### src/rtl/pmw_pkg.sv
// Package: constants for the page-mode wait-state and address multiplexer block
package pmw_pkg;
   // =====================================================
   // Wait-state counts
   localparam logic [2:0] PMW_WS_0 = 3'h0;
   localparam logic [2:0] PMW_WS_1 = 3'h1;
   localparam logic [2:0] PMW_WS_2 = 3'h2;
   localparam logic [2:0] PMW_WS_3 = 3'h3;
   localparam logic [2:0] PMW_WS_4 = 3'h4;
   // =====================================================
   // Address multiplexer configurations
   typedef enum logic [2:0] {
      PMW_CFG_PG_64K   = 3'h0, // 64K non-interleave / 2-way
      PMW_CFG_PG_1M    = 3'h1, // 64K 4-way, 256K 2-way, 1M non
      PMW_CFG_PG_4M    = 3'h2, // 256K 4-way, 1M 2-way, 4M non
      PMW_CFG_PG_1M4W  = 3'h3, // 1M 4-way, 4M 2-way
      PMW_CFG_PG_4M4W  = 3'h4, // 4M 4-way
      PMW_CFG_NP2_1M   = 3'h5, // non-page 2-way, 1M
      PMW_CFG_NP2_4M   = 3'h6, // non-page 2-way, 4M
      PMW_CFG_NP2_256K = 3'h7  // non-page 2-way, 256K
   } pmw_cfg_t;
   // =====================================================
   // Cycle controller states (one-hot)
   typedef enum logic [3:0] {
      PMW_IDLE  = 4'h1,
      PMW_ROW   = 4'h2,
      PMW_WAIT  = 4'h4,
      PMW_DONE  = 4'h8
   } pmw_state_t;
endpackage : pmw_pkg

### src/rtl/pmw_if.sv
// Interface: wait-state selector request and answer
`timescale 1ns/1ps
interface pmw_if;
   import pmw_pkg::*;
   logic       cpu_mode2;
   logic       pipelined;
   logic       cache_present;
   logic       cache_hit;
   logic       write;
   logic       page_hit;
   logic       first_access;
   logic       raw;
   logic [2:0] wait_states;
   modport sel (input cpu_mode2, pipelined, cache_present, cache_hit, write, page_hit,
                first_access, raw, output wait_states);
   modport ctl (output cpu_mode2, pipelined, cache_present, cache_hit, write, page_hit,
                first_access, raw, input wait_states);
endinterface : pmw_if

### src/rtl/pmw_ws_select.sv
// Wait-state selector for page-mode DRAM cycles
`timescale 1ns/1ps
module pmw_ws_select
   import pmw_pkg::*;
(
   pmw_if.sel  ws
);
   always_comb begin
      ws.wait_states = PMW_WS_0;
      if (ws.write) begin
         if (ws.page_hit) begin
            // Second mode without cache, non-pipelined write hit costs one
            if (ws.cpu_mode2 && !ws.cache_present && !ws.pipelined) begin
               ws.wait_states = PMW_WS_1;
            end else begin
               ws.wait_states = PMW_WS_0;
            end
         end else if (ws.first_access) begin
            ws.wait_states = PMW_WS_1;
         end else if (ws.cpu_mode2 && !ws.cache_present && !ws.pipelined) begin
            ws.wait_states = PMW_WS_3;
         end else begin
            ws.wait_states = PMW_WS_2;
         end
      end else if (ws.cache_present) begin
         if (ws.cache_hit) begin
            ws.wait_states = PMW_WS_0;
         end else if (ws.page_hit) begin
            ws.wait_states = PMW_WS_1;
         end else if (ws.first_access) begin
            ws.wait_states = PMW_WS_3;
         end else begin
            ws.wait_states = PMW_WS_4;
         end
      end else if (!ws.cpu_mode2) begin
         if (ws.page_hit) begin
            ws.wait_states = ws.raw ? PMW_WS_1 : PMW_WS_0;
         end else if (ws.first_access) begin
            ws.wait_states = PMW_WS_2;
         end else begin
            ws.wait_states = PMW_WS_3;
         end
      end else if (ws.pipelined) begin
         if (ws.page_hit) begin
            ws.wait_states = ws.raw ? PMW_WS_1 : PMW_WS_0;
         end else if (ws.first_access) begin
            ws.wait_states = PMW_WS_2;
         end else begin
            ws.wait_states = PMW_WS_3;
         end
      end else begin
         if (ws.page_hit) begin
            ws.wait_states = PMW_WS_1;
         end else if (ws.first_access) begin
            ws.wait_states = PMW_WS_3;
         end else begin
            ws.wait_states = PMW_WS_4;
         end
      end
   end
endmodule : pmw_ws_select

### src/rtl/pmw_ctrl.sv
// Top: page-mode DRAM wait-state controller and address multiplexer
// Function
// - After refresh, DMA or master: first access
// - First access skips precharge, one less wait (two less on no-cache non-pipe mode two writes)
// - First access needs equal banks, non-EMS
// - Writes: hit 0, first 1, miss 2
// - Mode one reads: hit 0, first 2, miss 3
// - Mode one read-after-write hit: 1 wait
// - Cache: hit 0, then 1/3/4 on miss
// - Mode two non-pipe read miss 4, first 3
// - Mode two no-cache write hit: pipe 0, else 1; non-pipe miss 3
// - Mux drives row then column, all sizes
// - Page column A11..A1; 4M 4-way row map
// - Non-page 2-way row and 4M column map
`timescale 1ns/1ps
module pmw_ctrl
   import pmw_pkg::*;
(
   input  wire logic        clock,
   input  wire logic        rstn,
   input  wire logic        clock_en,
   input  wire logic        cyc_start,
   input  wire logic        cyc_write,
   input  wire logic [24:1] cpu_addr,
   input  wire logic        cpu_mode2,
   input  wire logic        pipelined,
   input  wire logic        cache_present,
   input  wire logic        cache_hit,
   input  wire logic        page_hit,
   input  wire logic        prev_refresh,
   input  wire logic        prev_dma,
   input  wire logic        prev_master,
   input  wire logic        banks_equal,
   input  wire logic        ems_cycle,
   input  wire logic        refresh_cycle,
   input  wire logic [10:0] refresh_count,
   input  wire pmw_cfg_t    addr_cfg,
   output logic      [10:0] mem_addr,
   output logic             col_phase,
   output logic             cpu_ready,
   output logic             busy
);
   // =====================================================
   // Cycle classification
   pmw_if       ws_bus();
   pmw_state_t  state;
   pmw_state_t  next_state;
   logic [2:0]  count;
   logic [2:0]  next_count;
   logic        last_write;
   logic        next_last_write;
   logic [10:0] next_mem_addr;
   logic        next_col_phase;
   logic        first_acc;

   assign first_acc = (prev_refresh || prev_dma || prev_master)
                      && banks_equal && !ems_cycle;
   assign ws_bus.cpu_mode2     = cpu_mode2;
   assign ws_bus.pipelined     = pipelined;
   assign ws_bus.cache_present = cache_present;
   assign ws_bus.cache_hit     = cache_hit;
   assign ws_bus.write         = cyc_write;
   assign ws_bus.page_hit      = page_hit;
   assign ws_bus.first_access  = first_acc;
   assign ws_bus.raw           = last_write && !cyc_write;

   pmw_ws_select u_sel (
      .ws (ws_bus)
   );

   // =====================================================
   // Address multiplexer
   function automatic logic [10:0] row_map(input pmw_cfg_t c, input logic [24:1] a);
      logic [10:0] r;
      r = {a[22], a[20], a[18], a[16], a[15], a[14], a[13], a[12], a[11], a[10], a[1]};
      unique case (c)
         PMW_CFG_PG_1M:   r[1:0] = {a[19], a[17]};
         PMW_CFG_PG_4M:   r[2:0] = {a[21], a[19], a[17]};
         PMW_CFG_PG_1M4W: r[3:0] = {a[23], a[21], a[19], a[17]};
         PMW_CFG_PG_4M4W: r[4:0] = {a[24], a[23], a[21], a[19], a[17]};
         PMW_CFG_NP2_1M, PMW_CFG_NP2_4M, PMW_CFG_NP2_256K:
            r = {a[11:2], a[13]};
         default: r = r;
      endcase
      return r;
   endfunction : row_map

   function automatic logic [10:0] col_map(input pmw_cfg_t c, input logic [24:1] a);
      logic [10:0] r;
      r = {a[11:2], a[1]};
      unique case (c)
         PMW_CFG_NP2_256K:
            r = {a[22], a[20], a[18], a[16], a[15], a[14], a[19], a[12], a[11], a[10], a[17]};
         PMW_CFG_NP2_1M:
            r = {a[22], a[20], a[18], a[16], a[15], a[14], a[21], a[12], a[11], a[19], a[17]};
         PMW_CFG_NP2_4M:
            r = {a[22], a[20], a[18], a[16], a[15], a[14], a[12], a[23], a[21], a[19],
                 a[17]};
         default: r = r;
      endcase
      return r;
   endfunction : col_map

   // =====================================================
   // Cycle sequencer
   always_comb begin
      next_state      = state;
      next_count      = count;
      next_last_write = last_write;
      next_mem_addr   = mem_addr;
      next_col_phase  = col_phase;
      unique case (state)
         PMW_IDLE: begin
            if (refresh_cycle) begin
               next_mem_addr   = refresh_count;
               next_col_phase  = 1'b0;
               next_last_write = 1'b0;
            end else if (cyc_start) begin
               next_mem_addr   = row_map(addr_cfg, cpu_addr);
               next_col_phase  = 1'b0;
               next_count      = ws_bus.wait_states;
               next_last_write = cyc_write;
               next_state      = PMW_ROW;
            end
         end
         PMW_ROW: begin
            next_mem_addr  = col_map(addr_cfg, cpu_addr);
            next_col_phase = 1'b1;
            next_state     = (count == PMW_WS_0) ? PMW_DONE : PMW_WAIT;
         end
         PMW_WAIT: begin
            next_count = count - PMW_WS_1;
            if (count == PMW_WS_1) begin
               next_state = PMW_DONE;
            end
         end
         PMW_DONE: next_state = PMW_IDLE;
         default: next_state = PMW_IDLE;
      endcase
   end

   always_ff @(posedge clock or negedge rstn) begin
      if (!rstn) begin
         state      <= PMW_IDLE;
         count      <= PMW_WS_0;
         last_write <= 1'b0;
         mem_addr   <= 11'h000;
         col_phase  <= 1'b0;
      end else if (clock_en) begin
         state      <= next_state;
         count      <= next_count;
         last_write <= next_last_write;
         mem_addr   <= next_mem_addr;
         col_phase  <= next_col_phase;
      end
   end

   // Ready is a one-cycle pulse after the wait states elapse
   assign cpu_ready = (state == PMW_DONE);
   assign busy      = (state != PMW_IDLE);

   // =====================================================
   // Checks
   a_ready_after_row: assert property (@(posedge clock) disable iff (!rstn)
      (clock_en && state == PMW_ROW && count == PMW_WS_0) |=> cpu_ready)
      else $error("ready not given after zero-wait cycle");
   a_wait_no_ready: assert property (@(posedge clock) disable iff (!rstn)
      (clock_en && state == PMW_WAIT && count != PMW_WS_1) |=> !cpu_ready)
      else $error("ready during wait states");
   a_col_after_row: assert property (@(posedge clock) disable iff (!rstn)
      (clock_en && state == PMW_ROW) |=> col_phase)
      else $error("column phase missing");
   a_refresh_addr: assert property (@(posedge clock) disable iff (!rstn)
      (clock_en && state == PMW_IDLE && refresh_cycle) |=> mem_addr == $past(refresh_count))
      else $error("refresh address wrong");
   a_first_gate: assert property (@(posedge clock) disable iff (!rstn)
      (ems_cycle || !banks_equal) |-> !ws_bus.first_access)
      else $error("first access in illegal config");
   a_write_miss: assert property (@(posedge clock) disable iff (!rstn)
      (cyc_write && !page_hit && !first_acc && !cpu_mode2) |-> ws_bus.wait_states == 3'h2)
      else $error("write miss wait count wrong");
   a_cache_hit_zero: assert property (@(posedge clock) disable iff (!rstn)
      (!cyc_write && cache_present && cache_hit) |-> ws_bus.wait_states == 3'h0)
      else $error("cache hit not zero wait");
   a_m2_read_miss: assert property (@(posedge clock) disable iff (!rstn)
      (cpu_mode2 && !pipelined && !cache_present && !cyc_write && !page_hit)
      |-> ws_bus.wait_states == (first_acc ? 3'h3 : 3'h4))
      else $error("mode two read miss wait wrong");
   a_m2_write_hit: assert property (@(posedge clock) disable iff (!rstn)
      (cpu_mode2 && !cache_present && cyc_write && page_hit)
      |-> ws_bus.wait_states == (pipelined ? 3'h0 : 3'h1))
      else $error("mode two write hit wait wrong");
endmodule : pmw_ctrl

### config.mk
export PLATFORM = sky130hd
export DESIGN_NAME = pmw_ctrl
export DESIGN_NICKNAME = d
export VERILOG_FILES = /design/src/rtl/pmw_pkg.sv /design/src/rtl/pmw_if.sv /design/src/rtl/pmw_ws_select.sv /design/src/rtl/pmw_ctrl.sv
export SDC_FILE = /design/constraint.sdc
export NUM_CORES = 1
export LEC_CHECK = 0
export ABC_AREA = 1
export BUFFER_PORTS_ARGS = -buffer_cell sky130_fd_sc_hd__buf_2
export CORE_ASPECT_RATIO = 2
export CORE_UTILIZATION = 40
export DETAILED_ROUTE_END_ITERATION = 6
export GPL_TIMING_DRIVEN = 0
export PLACE_DENSITY = 0.67
export SETUP_SLACK_MARGIN = 0.4
export SLEW_MARGIN = 20
export SYNTH_ARGS = -nofsm -noshare
export SYNTH_HDL_FRONTEND = slang
export SYNTH_SLANG_ARGS = --single-unit
### constraint.sdc
create_clock -name clock -period 1.75 [get_ports clock]
set_input_delay 0.175 -clock clock [delete_from_list [all_inputs] [get_ports clock]]
set_output_delay 0.175 -clock clock [all_outputs]
set_load 0.05 [all_outputs]
Yosys cells after proc, flatten, opt, wreduce, memory -nomap -nowiden
Index checks and enable logic that the tools add are counted.
{ "classes": {"add_sub_neg": 1, "eq_ne": 17, "muxes": 36, "n_reduce_logical": 23} }
{ "op_table": {"columns": ["operator", "count"], "rows": [
  ["$mux W3", 12],
  ["$pmux W11 S3", 1],
  ["$mux W11", 2],
  ["$pmux W11 S2", 1],
  ["$mux W4", 4],
  ["$eq A3 B3 Y1 const B", 4],
  ["$pmux W4 S3", 1],
  ["$mux W1", 8],
  ["$pmux W1 S2", 4],
  ["$reduce_and A4 Y1", 2],
  ["$eq A3 B1 Y1 const B", 2],
  ["$eq A3 B2 Y1 const B", 2],
  ["$mux W6", 1],
  ["$ne A2 B2 Y1 const B", 3],
  ["$pmux W3 S2", 1],
  ["$reduce_and A3 Y1", 2],
  ["$reduce_bool A2 Y1", 3],
  ["$reduce_or A3 Y1", 2],
  ["$logic_and A1 B1 Y1", 5],
  ["$eq A4 B1 Y1 const B", 1],
  ["$eq A4 B2 Y1 const B", 1],
  ["$eq A4 B3 Y1 const B", 1],
  ["$eq A4 B4 Y1 const B", 1],
  ["$logic_not A1 Y1", 4],
  ["other kinds (8)", 9]
]} }
{ "totals": {"reg_bits": 20, "in_bits": 54, "output_inout_bits": 14, "word_cells": 82} }

Depth between registers and ports, before layout
Gate-level depths: netlist of the first run.
{ "depth": {"word_depth": 13, "ltp_mapped": 10, "depth_no_buf": 10} }

By module
Synthesis of the first run repeated with hierarchy kept, for this count alone.
{ "hier_totals": {"cells_unflattened": 315, "area_unflattened_um2": 1904.3} }
{ "modules_own_cells": {"columns": ["mod", "instances", "cells_per_inst", "area_per_inst_um2", "seq_area_each_um2"], "rows": [
  ["pmw_ctrl", 1, 290, 1789.2, 501.7],
  ["pmw_ws_select", 1, 25, 115.1, 0.0]
]} }

Worst setup path before layout of the first run
Ideal clock, no wire load.
{ "synth_path": {"path_kind": "reg2out", "from": "register state[1]", "to": "output port cpu_ready", "arrival_ns": 1.937, "required_time_ns": 1.575, "slack_ns": -0.362, "path_stages_with_launch": 2, "cell_sequence": "dfrtp_1 nor4_1"} }
{ "synth_between": {"elab_chain_len": 1} }
{ "synth_rtl": {"columns": ["item", "line_no", "rtl"], "rows": [
  ["from (decl)", "pmw_ctrl.sv:46", "pmw_state_t state;"],
  ["from (signal assigned)", "pmw_ctrl.sv:150", "state <= next_state;"],
  ["$eq A4 B4 Y1", "pmw_ctrl.sv:159", "assign cpu_ready = (state == PMW_DONE);"],
  ["to (decl)", "pmw_ctrl.sv:40", "output logic cpu_ready,"]
]} }
Every way passes these cells.

Final worst setup path of the first run
{ "layout_path": {"from": "register state[3]", "to": "register mem_addr[8]"} }
{ "layout_between": {"elab_chain_len": 3, "elab_cells_between_ends": 6} }
{ "layout_rtl": {"columns": ["item", "line_no", "rtl"], "rows": [
  ["$eq A4 B1 Y1 or $eq A4 B2 Y1 (tied branches)", "pmw_ctrl.sv:112", "unique case (state)"],
  ["$ne A3 B3 Y1 (no source line) or $reduce_bool A2 Y1 (tied branches)", null, null],
  ["$reduce_and A3 Y1 (no source line)", null, null],
  ["to (signal assigned)", "pmw_ctrl.sv:153", "mem_addr <= next_mem_addr;"],
  ["to (decl)", "pmw_ctrl.sv:38", "output logic [10:0] mem_addr,"]
]} }
Several ways; a longest one is shown, not always the timed one.
A chain may end at the register's enable or synchronous reset.

==> impl_metrics.ini, run 1 <==
[sta]
rsz0062_at_grt = yes
hold-worst-slack_ps = 225
finClkSkew_ps = 0.890
fin_crit_ps = 1460
tightest_slew_ps = 445
hold_violations = 0
setup_viol = 0
slew_violations = 0
fin_tns_setup_ps = 0
slew_headroom_pct = 70.3
max_clock_freq_mhz = 685
finalCritPeriodShare_pct = 83.4

[clock_network]
cts-htree-levels = 1
clk_pin_slew_ps = 70
cts_buffers = 3
cts_sinks = 20
cts.path.max_buffers = 2
cts_tree = built
clk-insertion-delay-late_ps = 260
ctsRootBufferMaster = clkbuf_8

[detailed_routing]
remaining_drc_errors = 0
wl_per_cell_um = 13.0
drt-total-wl_um = 5410
first_pass_iters = 4
drtIter0Drc = 38
drt.antenna.violating_nets = 0
viasPerCell = 5.00
dr_total_vias = 2083

[synthesis]
ys_types = 28
muxShareOfSynthArea_pct = 0
yosysSeqAreaShare_pct = 28.4
syn_area_per_cell_um2 = 6.26
synth_area_mm2 = 0.00176
syn-num-nets = 339
synthAdderAreaFrac_pct = 2.13
synth-xor-area-share_pct = 0
synth-simple-area-share_pct = 35.0
synth_top_family_by_area = simple AND/OR/NAND/NOR gates
synthCells = 282
ys_ff_latch = 20
ys_warn_count = 0
synth_compound_area_share_pct = 19.9

[die]
core_mm2 = 0.00417
initial_core_util_pct = 42.3
rows = 33
die_w_um = 49.0
fp.dieArea_mm2 = 0.00470
die_h_um = 95.9
num_io_pins = 68

[finish]
mostFrequentLayoutCell = nand2_1
final_cell_mix = 79 x nand2_1, 66 x buf_2, 36 x nor2_1, 34 x inv_1, 26 x o21ai_0
drive_gt1_share_pct = 33.4
final_cells = 417
finalNetCount = 423
fill_cells = 434
final_util_pct = 59.3
antenna_cells = 0
area_growth_pct = 40.1
fin_area_mm2 = 0.00247

[global_routing]
grt_start_max_net_pins = 21
overflow = 0
track_usage_pct = 23.7
grt_pass1_wl_um = 8670
grt_pass1_vias = 1987
antenna_found_initial = 0

[worst_setup_path]
cp.arrival_ps = 1610
r2r_cells = 8
critical_path_required_ps = 1900
cp_max_fo = 8
start_kind = flip-flop
crit_path_end_kind = flip-flop
critPathKind = flip-flop to flip-flop

[place]
port-buffer-count = 67
dpl.cell_count = 401
routabilityCongestion = 0.876
dp_hpwl_um = 4150
placed_area_mm2 = 0.00221

[job]
drv_cap = 0

[power_and_ir_drop]
peakVddDrop_uv = 899
leakagePower_uw = 0.00135
power_density_mw_per_mm2 = 1460

[status]
status = completed

[hold_path]
holdPathStages = 5
hold_path_class = input pin to flip-flop
-- timing repair --
item	CTS	global route
gates resized for setup	28	18
endpoints found under the hold margin	19	0
cloned	1	0
endpoints found under the setup margin	21	22
hold buffers	1	0
setup buffers	8	2
pin swaps	12	11
-- kinds of logic (layout without fill, tap and decap cells) --
family	Yosys count	after routing
and+or+nand+nor	148	148
AOI/OAI and AO/OA	63	63
buffers and inverters	48	131
DFF	20	20
adders and majority gates	3	3
-- metal layers --
metal  global-route usage [%]  vias up  part of all wire [%]
met1                     22.8      937                    36
met2                     49.5       63                    57
met4                     10.8        0                   3.3
met5                        0        -                     0
li1                         -     1069                     -
met3                     1.58       14                   3.4
-- synth_stat cells --
library cell	number	area, um2
o21ai_0	32	160
o22ai_1	7	43.8
ha_1	3	37.5
nor2_2	2	12.5
o21a_1	2	15.0
o21ai_1	3	15.0
buf_8	2	30.0
nand3_2	3	30.0
a21oi_1	12	60.1
nor3_2	1	10.0
nand2_1	85	319
dfrtp_1	19	475
o21ai_2	3	26.3
inv_1	39	146
nand4_1	1	6.26
clkdlybuf4s15_1	1	10.0
a21boi_1	1	7.51
nor2_1	36	135
clkbuf_8	4	55.1
buf_2	1	5.00
nand3_1	17	85.1
dfstp_2	1	26.3
nand2_2	1	6.26
or2_1	1	6.26
o31ai_1	1	7.51
o211ai_1	2	15.0
nor4_1	1	6.26
buf_6	1	11.3
-- critical path, stage by stage, from the launching register on --
cell and delay, ps:
dfrtp_1 410, nor2_4 190, nand3_4 150, inv_4 110
nand2_4 50, nand3_4 100, clkinvlp_4 180, nand2_1 110
nand2_1 50
-- where the power goes --
| part | internal, uW | leakage [uW] | switching, uW | total (uW) |
|---|---|---|---|---|
| registers | 691 | 0.000245 | 142 | 833 |
| clock network | 162 | 0.0000228 | 144 | 306 |
| logic | 875 | 0.00108 | 1580 | 2460 |
| total | 1730 | 0.00135 | 1870 | 3600 |
-- flip-flops by register name, summed over array words and instances (netlist names) --
signal / flops
count: 3
state: 4
last_write: 1
mem_addr: 11
col_phase: 1
-- path summary, 6_finish.rpt --
path                                  start     endpoint  slack [ps]
min reg2reg                     mem_addr[2]  mem_addr[2]         480
max                                state[3]  mem_addr[8]         290
min in group asynchronous              rstn  mem_addr[0]         410
min                        refresh_count[2]  mem_addr[2]         230
max in group asynchronous              rstn     state[0]        1000
max reg2reg                        state[3]  mem_addr[8]         290
-- stage by stage --
step	setup WS, ps	power (uW)
detailed placement	98.8	2850
global route	214	3870
floorplan	328	2350
global placement	92.0	2830
finish	290	3600
CTS	305	3470
-- cell type report --
| cell class | count | area [um2] | share of cell area, % |
|---|---|---|---|
| multi-input combinational | 214 | 1130 | 45.6 |
| clock buffer | 4 | 45.0 | 1.82 |
| inverter | 39 | 158 | 6.38 |
| tap | 52 | 65.1 | 2.63 |
| buffer | 9 | 114 | 4.61 |
| sequential | 20 | 504 | 20.4 |
| timing repair buffer | 79 | 458 | 18.5 |
No activity file was read; power rests on OpenSTA's default activity.
==> run 2: changes to the inputs <==
--- a/config.mk
+++ b/config.mk
@@ -11,7 +11,7 @@
 export CORE_UTILIZATION = 40
 export DETAILED_ROUTE_END_ITERATION = 6
 export GPL_TIMING_DRIVEN = 0
-export PLACE_DENSITY = 0.67
+export PLACE_DENSITY = 0.7
 export SETUP_SLACK_MARGIN = 0.4
 export SLEW_MARGIN = 20
 export SYNTH_ARGS = -nofsm -noshare
==> constraint.sdc (replaced) <==
create_clock -name clock -period 1.3 [get_ports clock]
set_input_delay 0.13 -clock clock [delete_from_list [all_inputs] [get_ports clock]]
set_output_delay 0.13 -clock clock [all_outputs]
set_load 0.05 [all_outputs]
==> run 2 against run 1 <==
Net effect:
- the run now ends with negative setup slack left
- largest cell class unchanged
- critical endpoint is now mem_addr[1]
- non-clock buffer count up 18
- largest power group unchanged
- critical path depth is the same
- sequential share of layout area decreased by 1.7 points
- highest routed layer unchanged
==> impl_metrics.ini, run 2 (synthesis results as in run 1) <==
[status]
violations = negative setup slack
status = finished with violations

[detailed_routing]
dr_total_vias = 2212
drtIter0Drc = 36
remaining_drc_errors = 0
drt.antenna.violating_nets = 0
viasPerCell = 5.09
wl_per_cell_um = 12.9
first_pass_iters = 5
drt-total-wl_um = 5630

[worst_setup_path]
r2r_end = mem_addr[1]
cp_max_fo = 8
start_kind = flip-flop
crit_path_end_kind = flip-flop
worstReg2RegStart = state[3]
r2r_cells = 8
crit_path_end = mem_addr[1]
critical_path_required_ps = 1460
critPathKind = flip-flop to flip-flop
cp-startpoint = state[3]
cp.arrival_ps = 1610
reg2reg_slack_ps = -150

[global_routing]
grt_start_max_net_pins = 21
antenna_found_initial = 0
grt_pass1_vias = 2051
track_usage_pct = 24.4
grt_pass1_wl_um = 8690
overflow = 0

[die]
rows = 33
die_h_um = 95.9
initial_core_util_pct = 42.3
core_mm2 = 0.00417
fp.dieArea_mm2 = 0.00470
num_io_pins = 68
die_w_um = 49.0

[sta]
finClkSkew_ps = 2.31
slew_violations = 0
finalCritPeriodShare_pct = 111
rsz0062_at_grt = yes
slew_headroom_pct = 70.5
fin_crit_ps = 1450
tightest_slew_ps = 443
setup_viol = 22
max_clock_freq_mhz = 690
setup_slack_ps = -148
hold_violations = 0
hold-worst-slack_ps = 173

[power_and_ir_drop]
seq_power_share_pct = 21.3
p_switching_uw = 2700
power_uw = 5580
peakVddDrop_uv = 1170
power_density_mw_per_mm2 = 2070
power_switching_share_pct = 48.4
internal-power_uw = 2880
p_comb_share_pct = 70.0
leakagePower_uw = 0.00146
clkPwrFrac_pct = 8.8

[finish]
mostFrequentLayoutCell = nand2_1
finalNetCount = 441
drive_gt1_share_pct = 38.4
area_growth_pct = 52.6
largest_register = mem_addr
final_cell_mix = 75 x nand2_1, 55 x buf_2, 35 x inv_1, 35 x nor2_1, 26 x buf_4
largest_reg_flops = 11
reg.largest.list = mem_addr (11), state (4), count (3)
antenna_cells = 0
fill_cells = 405

[place]
port-buffer-count = 67
dp_hpwl_um = 4050
routabilityCongestion = 0.882

[clock_network]
clk_pin_slew_ps = 80
clk-insertion-delay-late_ps = 260
cts_buffers = 3
cts_sinks = 20
ctsRootBufferMaster = clkbuf_8
cts-htree-levels = 1
cts.path.max_buffers = 2
cts_tree = built

[job]
drv_cap = 0

[hold_path]
hold_path_class = input pin to flip-flop
[run 2: power by group through the flow]
stage	Clock, uW	Sequential, uW	Combinational, uW
global placement	0	1140	2650
CTS	489	1170	3500
global route	522	1210	4200
detailed placement	0	1140	2680
floorplan	0	1730	1430
finish	489	1190	3910
[run 2: worst max-delay path: stages (launching register included)]
cell	delay [ps]
dfrtp_1	410
nor2_4	150
buf_6	120
nand3_4	110
inv_4	100
nand2_4	50
nand3_4	160
nand2_1	80
a21boi_2	150
[run 2: worst min-delay path by stage]
| stage | start | end | slack [ps] | cells past startpoint |
|---|---|---|---|---|
| 6_report | refresh_count[2] | mem_addr[2] | 170 | 5 |
| 4_1_cts | cyc_start | last_write | 170 | 3 |
| 3_3_place_gp | rstn | mem_addr[5] | 90 | 1 |
| 3_5_place_dp | rstn | mem_addr[5] | 90 | 1 |
| 5_1_grt | refresh_count[2] | mem_addr[2] | 200 | 5 |
| 2_1_floorplan | rstn | col_phase | -170 | 0 |
[run 2: layout make-up]
cell class	instances	area [um2]	share of cell area (%)
inverter	39	154	5.72
clock buffer	4	55.1	2.05
buffer	9	115	4.28
tap	52	65.1	2.42
sequential	20	504	18.7
multi-input combinational	214	1140	42.3
timing repair buffer	97	659	24.5
[run 2: timing repair]
item,CTS,global route
endpoints found under the setup margin,34,34
gates resized for setup,50,27
hold buffers,1,0
hold endpoints to repair,19,0
pin swaps,4,15
setup buffers,17,11
gates cloned,1,0
[run 2: per-layer routing]
layer / GRT usage, % / wire (um) / part of all wire [%] / vias to the layer above
li1: - / - / - / 1111
met1: 21.9 / 1960 / 35 / 1020
met2: 51.9 / 3360 / 60 / 70
met3: 1.42 / 160 / 2.8 / 11
met4: 13.5 / 146 / 2.6 / 0
met5: 0 / 0 / 0 / -
[run 2: through the flow]
stage	cells	TNS (ps)	cell area [um2]	setup slack [ps]	utilization (%)
finish	435	-2470	2690	-148	64.5
global placement	401	-4710	2210	-343	53.0
global route	435	-4250	2690	-228	64.5
CTS	424	-2510	2550	-144	61.2
detailed placement	401	-5220	2210	-389	53.0
floorplan	282	-1690	1810	-121	-
==> run 3: changes to the inputs <==
--- a/config.mk
+++ b/config.mk
@@ -8,10 +8,10 @@
 export ABC_AREA = 1
 export BUFFER_PORTS_ARGS = -buffer_cell sky130_fd_sc_hd__buf_2
 export CORE_ASPECT_RATIO = 2
-export CORE_UTILIZATION = 40
+export CORE_UTILIZATION = 44
 export DETAILED_ROUTE_END_ITERATION = 6
 export GPL_TIMING_DRIVEN = 0
-export PLACE_DENSITY = 0.7
+export PLACE_DENSITY = 0.76
 export SETUP_SLACK_MARGIN = 0.4
 export SLEW_MARGIN = 20
 export SYNTH_ARGS = -nofsm -noshare
==> run 3 against run 2 <==
Net effect:
- the run still ends with negative setup slack left
- worst setup slack improved by 7.9 ps
- cell count is 1.8% lower
- power is 4.2% lower
- utilization is 3.0 points higher
- die area is 8.8% lower
- fmax rose by 0.55%
- flip-flop and latch count did not move
==> impl_metrics.ini, run 3 (synthesis results as in run 1) <==
[status]
status = finished with violations
violations = negative setup slack

[clock_network]
cts_sinks = 20
cts_tree = built
cts-htree-levels = 1
cts_buffers = 3
cts.path.max_buffers = 2
clk-insertion-delay-late_ps = 260
clk_pin_slew_ps = 70
ctsRootBufferMaster = clkbuf_8

[detailed_routing]
drtIter0Drc = 42
highest_layer = met4
wl_met1_um = 1830
dr_wl_met3_um = 152
drt.antenna.violating_nets = 0
first_pass_iters = 4
dr_total_vias = 2169
wl_met2_um = 2920
remaining_drc_errors = 0
drt-total-wl_um = 5080
viasPerCell = 5.08
wl_per_cell_um = 11.9

[sta]
setup_slack_ps = -141
fin_tns_setup_ps = -2270
slew_headroom_pct = 71.0
tightest_slew_ps = 435
setup_viol = 22
fin_crit_ps = 1440
rsz0062_at_grt = yes
finClkSkew_ps = 1.77
max_clock_freq_mhz = 694
finalCritPeriodShare_pct = 111
slew_violations = 0
hold_violations = 0

[die]
fp.dieArea_mm2 = 0.00428
die_h_um = 91.6
num_io_pins = 68
core_mm2 = 0.00384
initial_core_util_pct = 45.9
die_w_um = 46.8
rows = 32

[finish]
fill_cells = 338
reg.largest.list = mem_addr (11), state (4), count (3)
antenna_cells = 0
area_growth_pct = 47.1
final_cells = 427
final_cell_mix = 79 x nand2_1, 55 x buf_2, 36 x nor2_1, 35 x inv_1, 28 x o21ai_0
mostFrequentLayoutCell = nand2_1
largest_reg_flops = 11
fin_area_mm2 = 0.00259
finalNetCount = 434
drive_gt1_share_pct = 34.3
largest_register = mem_addr

[place]
dp_hpwl_um = 3850
placed_area_mm2 = 0.00221
pre_cts_slack_ps = -349
routabilityCongestion = 0.845
port-buffer-count = 67
dpl.cell_count = 400

[worst_setup_path]
critical_path_required_ps = 1460
crit_chain = nor2_4 > buf_6 > nand3_4 > nand2_2 > nand3_4 > clkbuf_8 > nand2_1 > nand2_1
path_buf_inv = 2
critPathKind = flip-flop to flip-flop
crit_family = simple AND/OR/NAND/NOR gates
crit_path_end_kind = flip-flop
cp.arrival_ps = 1600
cp_max_fo = 8
cpPeakStageDelay_ps = 410
start_kind = flip-flop
reg2reg_slack_ps = -140
slowest_stage = dfrtp_1

[hold_path]
hold_path_class = input pin to flip-flop

[power_and_ir_drop]
peakVddDrop_uv = 1130
power_uw = 5350
leakagePower_uw = 0.00143
power_density_mw_per_mm2 = 2060

[global_routing]
antenna_found_initial = 0
track_usage_pct = 24.7
grt_pass1_wl_um = 7960
overflow = 0
grt_start_max_net_pins = 21
grt_pass1_vias = 1990

[job]
drv_cap = 0
[run 3: cell count changes in the layout (fill, tap and decap cells not counted), moves of 2 or more]
| cell | previous run | this run |
|---|---|---|
| o21ai_1 | 10 | 7 |
| clkbuf_8 | 6 | 8 |
| buf_4 | 26 | 19 |
| o21ai_2 | 8 | 3 |
| o21ai_0 | 20 | 28 |
| buf_8 | 5 | 2 |
| nand2_2 | 9 | 6 |
| nand2_1 | 75 | 79 |
[run 3: final cells by class]
class	count	area [um2]	share of cell area, %
multi-input combinational	214	1090	41.9
timing repair buffer	90	606	23.3
sequential	20	504	19.4
inverter	39	151	5.83
buffer	9	113	4.34
tap	51	63.8	2.46
clock buffer	3	41.3	1.59
clock inverter	1	30.0	1.16
[run 3: tightest hold or removal path, stage by stage]
cell and delay [ps]:
buf_2 70, o21ai_1 60, nand2_1 60, nand2_1 40, nand2_1 50
[run 3: metal layers]
layer  track usage (%)  up-vias
li1                  -     1097
met1              23.9      989
met2              47.3       66
met3              1.19       17
met4              11.7        0
met5                 0        -
[run 3: worst paths after layout]
path,start,to,cells after the start
max,state[3],mem_addr[8],8
max in group asynchronous,rstn,state[0],2
max reg2reg,state[3],mem_addr[8],8
min reg2reg,count[1],count[1],2
min,refresh_count[2],mem_addr[2],5
min in group asynchronous,rstn,count[0],2
[run 3: repair_timing]
item	4_1_cts	5_1_grt
gates resized for setup	45	7
hold buffers	1	0
setup endpoints to repair	34	34
gates cloned	1	0
buffers inserted	13	8
pin swaps	5	4
endpoints found under the hold margin	19	0
[run 3: power by group]
group          total, uW  switching [uW]  leakage, uW  internal, uW
Clock                616             205    0.0000357           411
Sequential          1180             248     0.000245           932
Combinational       3550            2060      0.00115          1490
[run 3: through the flow]
| step | hold slack (ps) | utilization (%) |
|---|---|---|
| floorplan | -166 | - |
| global placement | 90.1 | 57.5 |
| detailed placement | 92.2 | 57.5 |
| CTS | 180 | 65.5 |
| global route | 191 | 67.5 |
| finish | 183 | 67.5 |
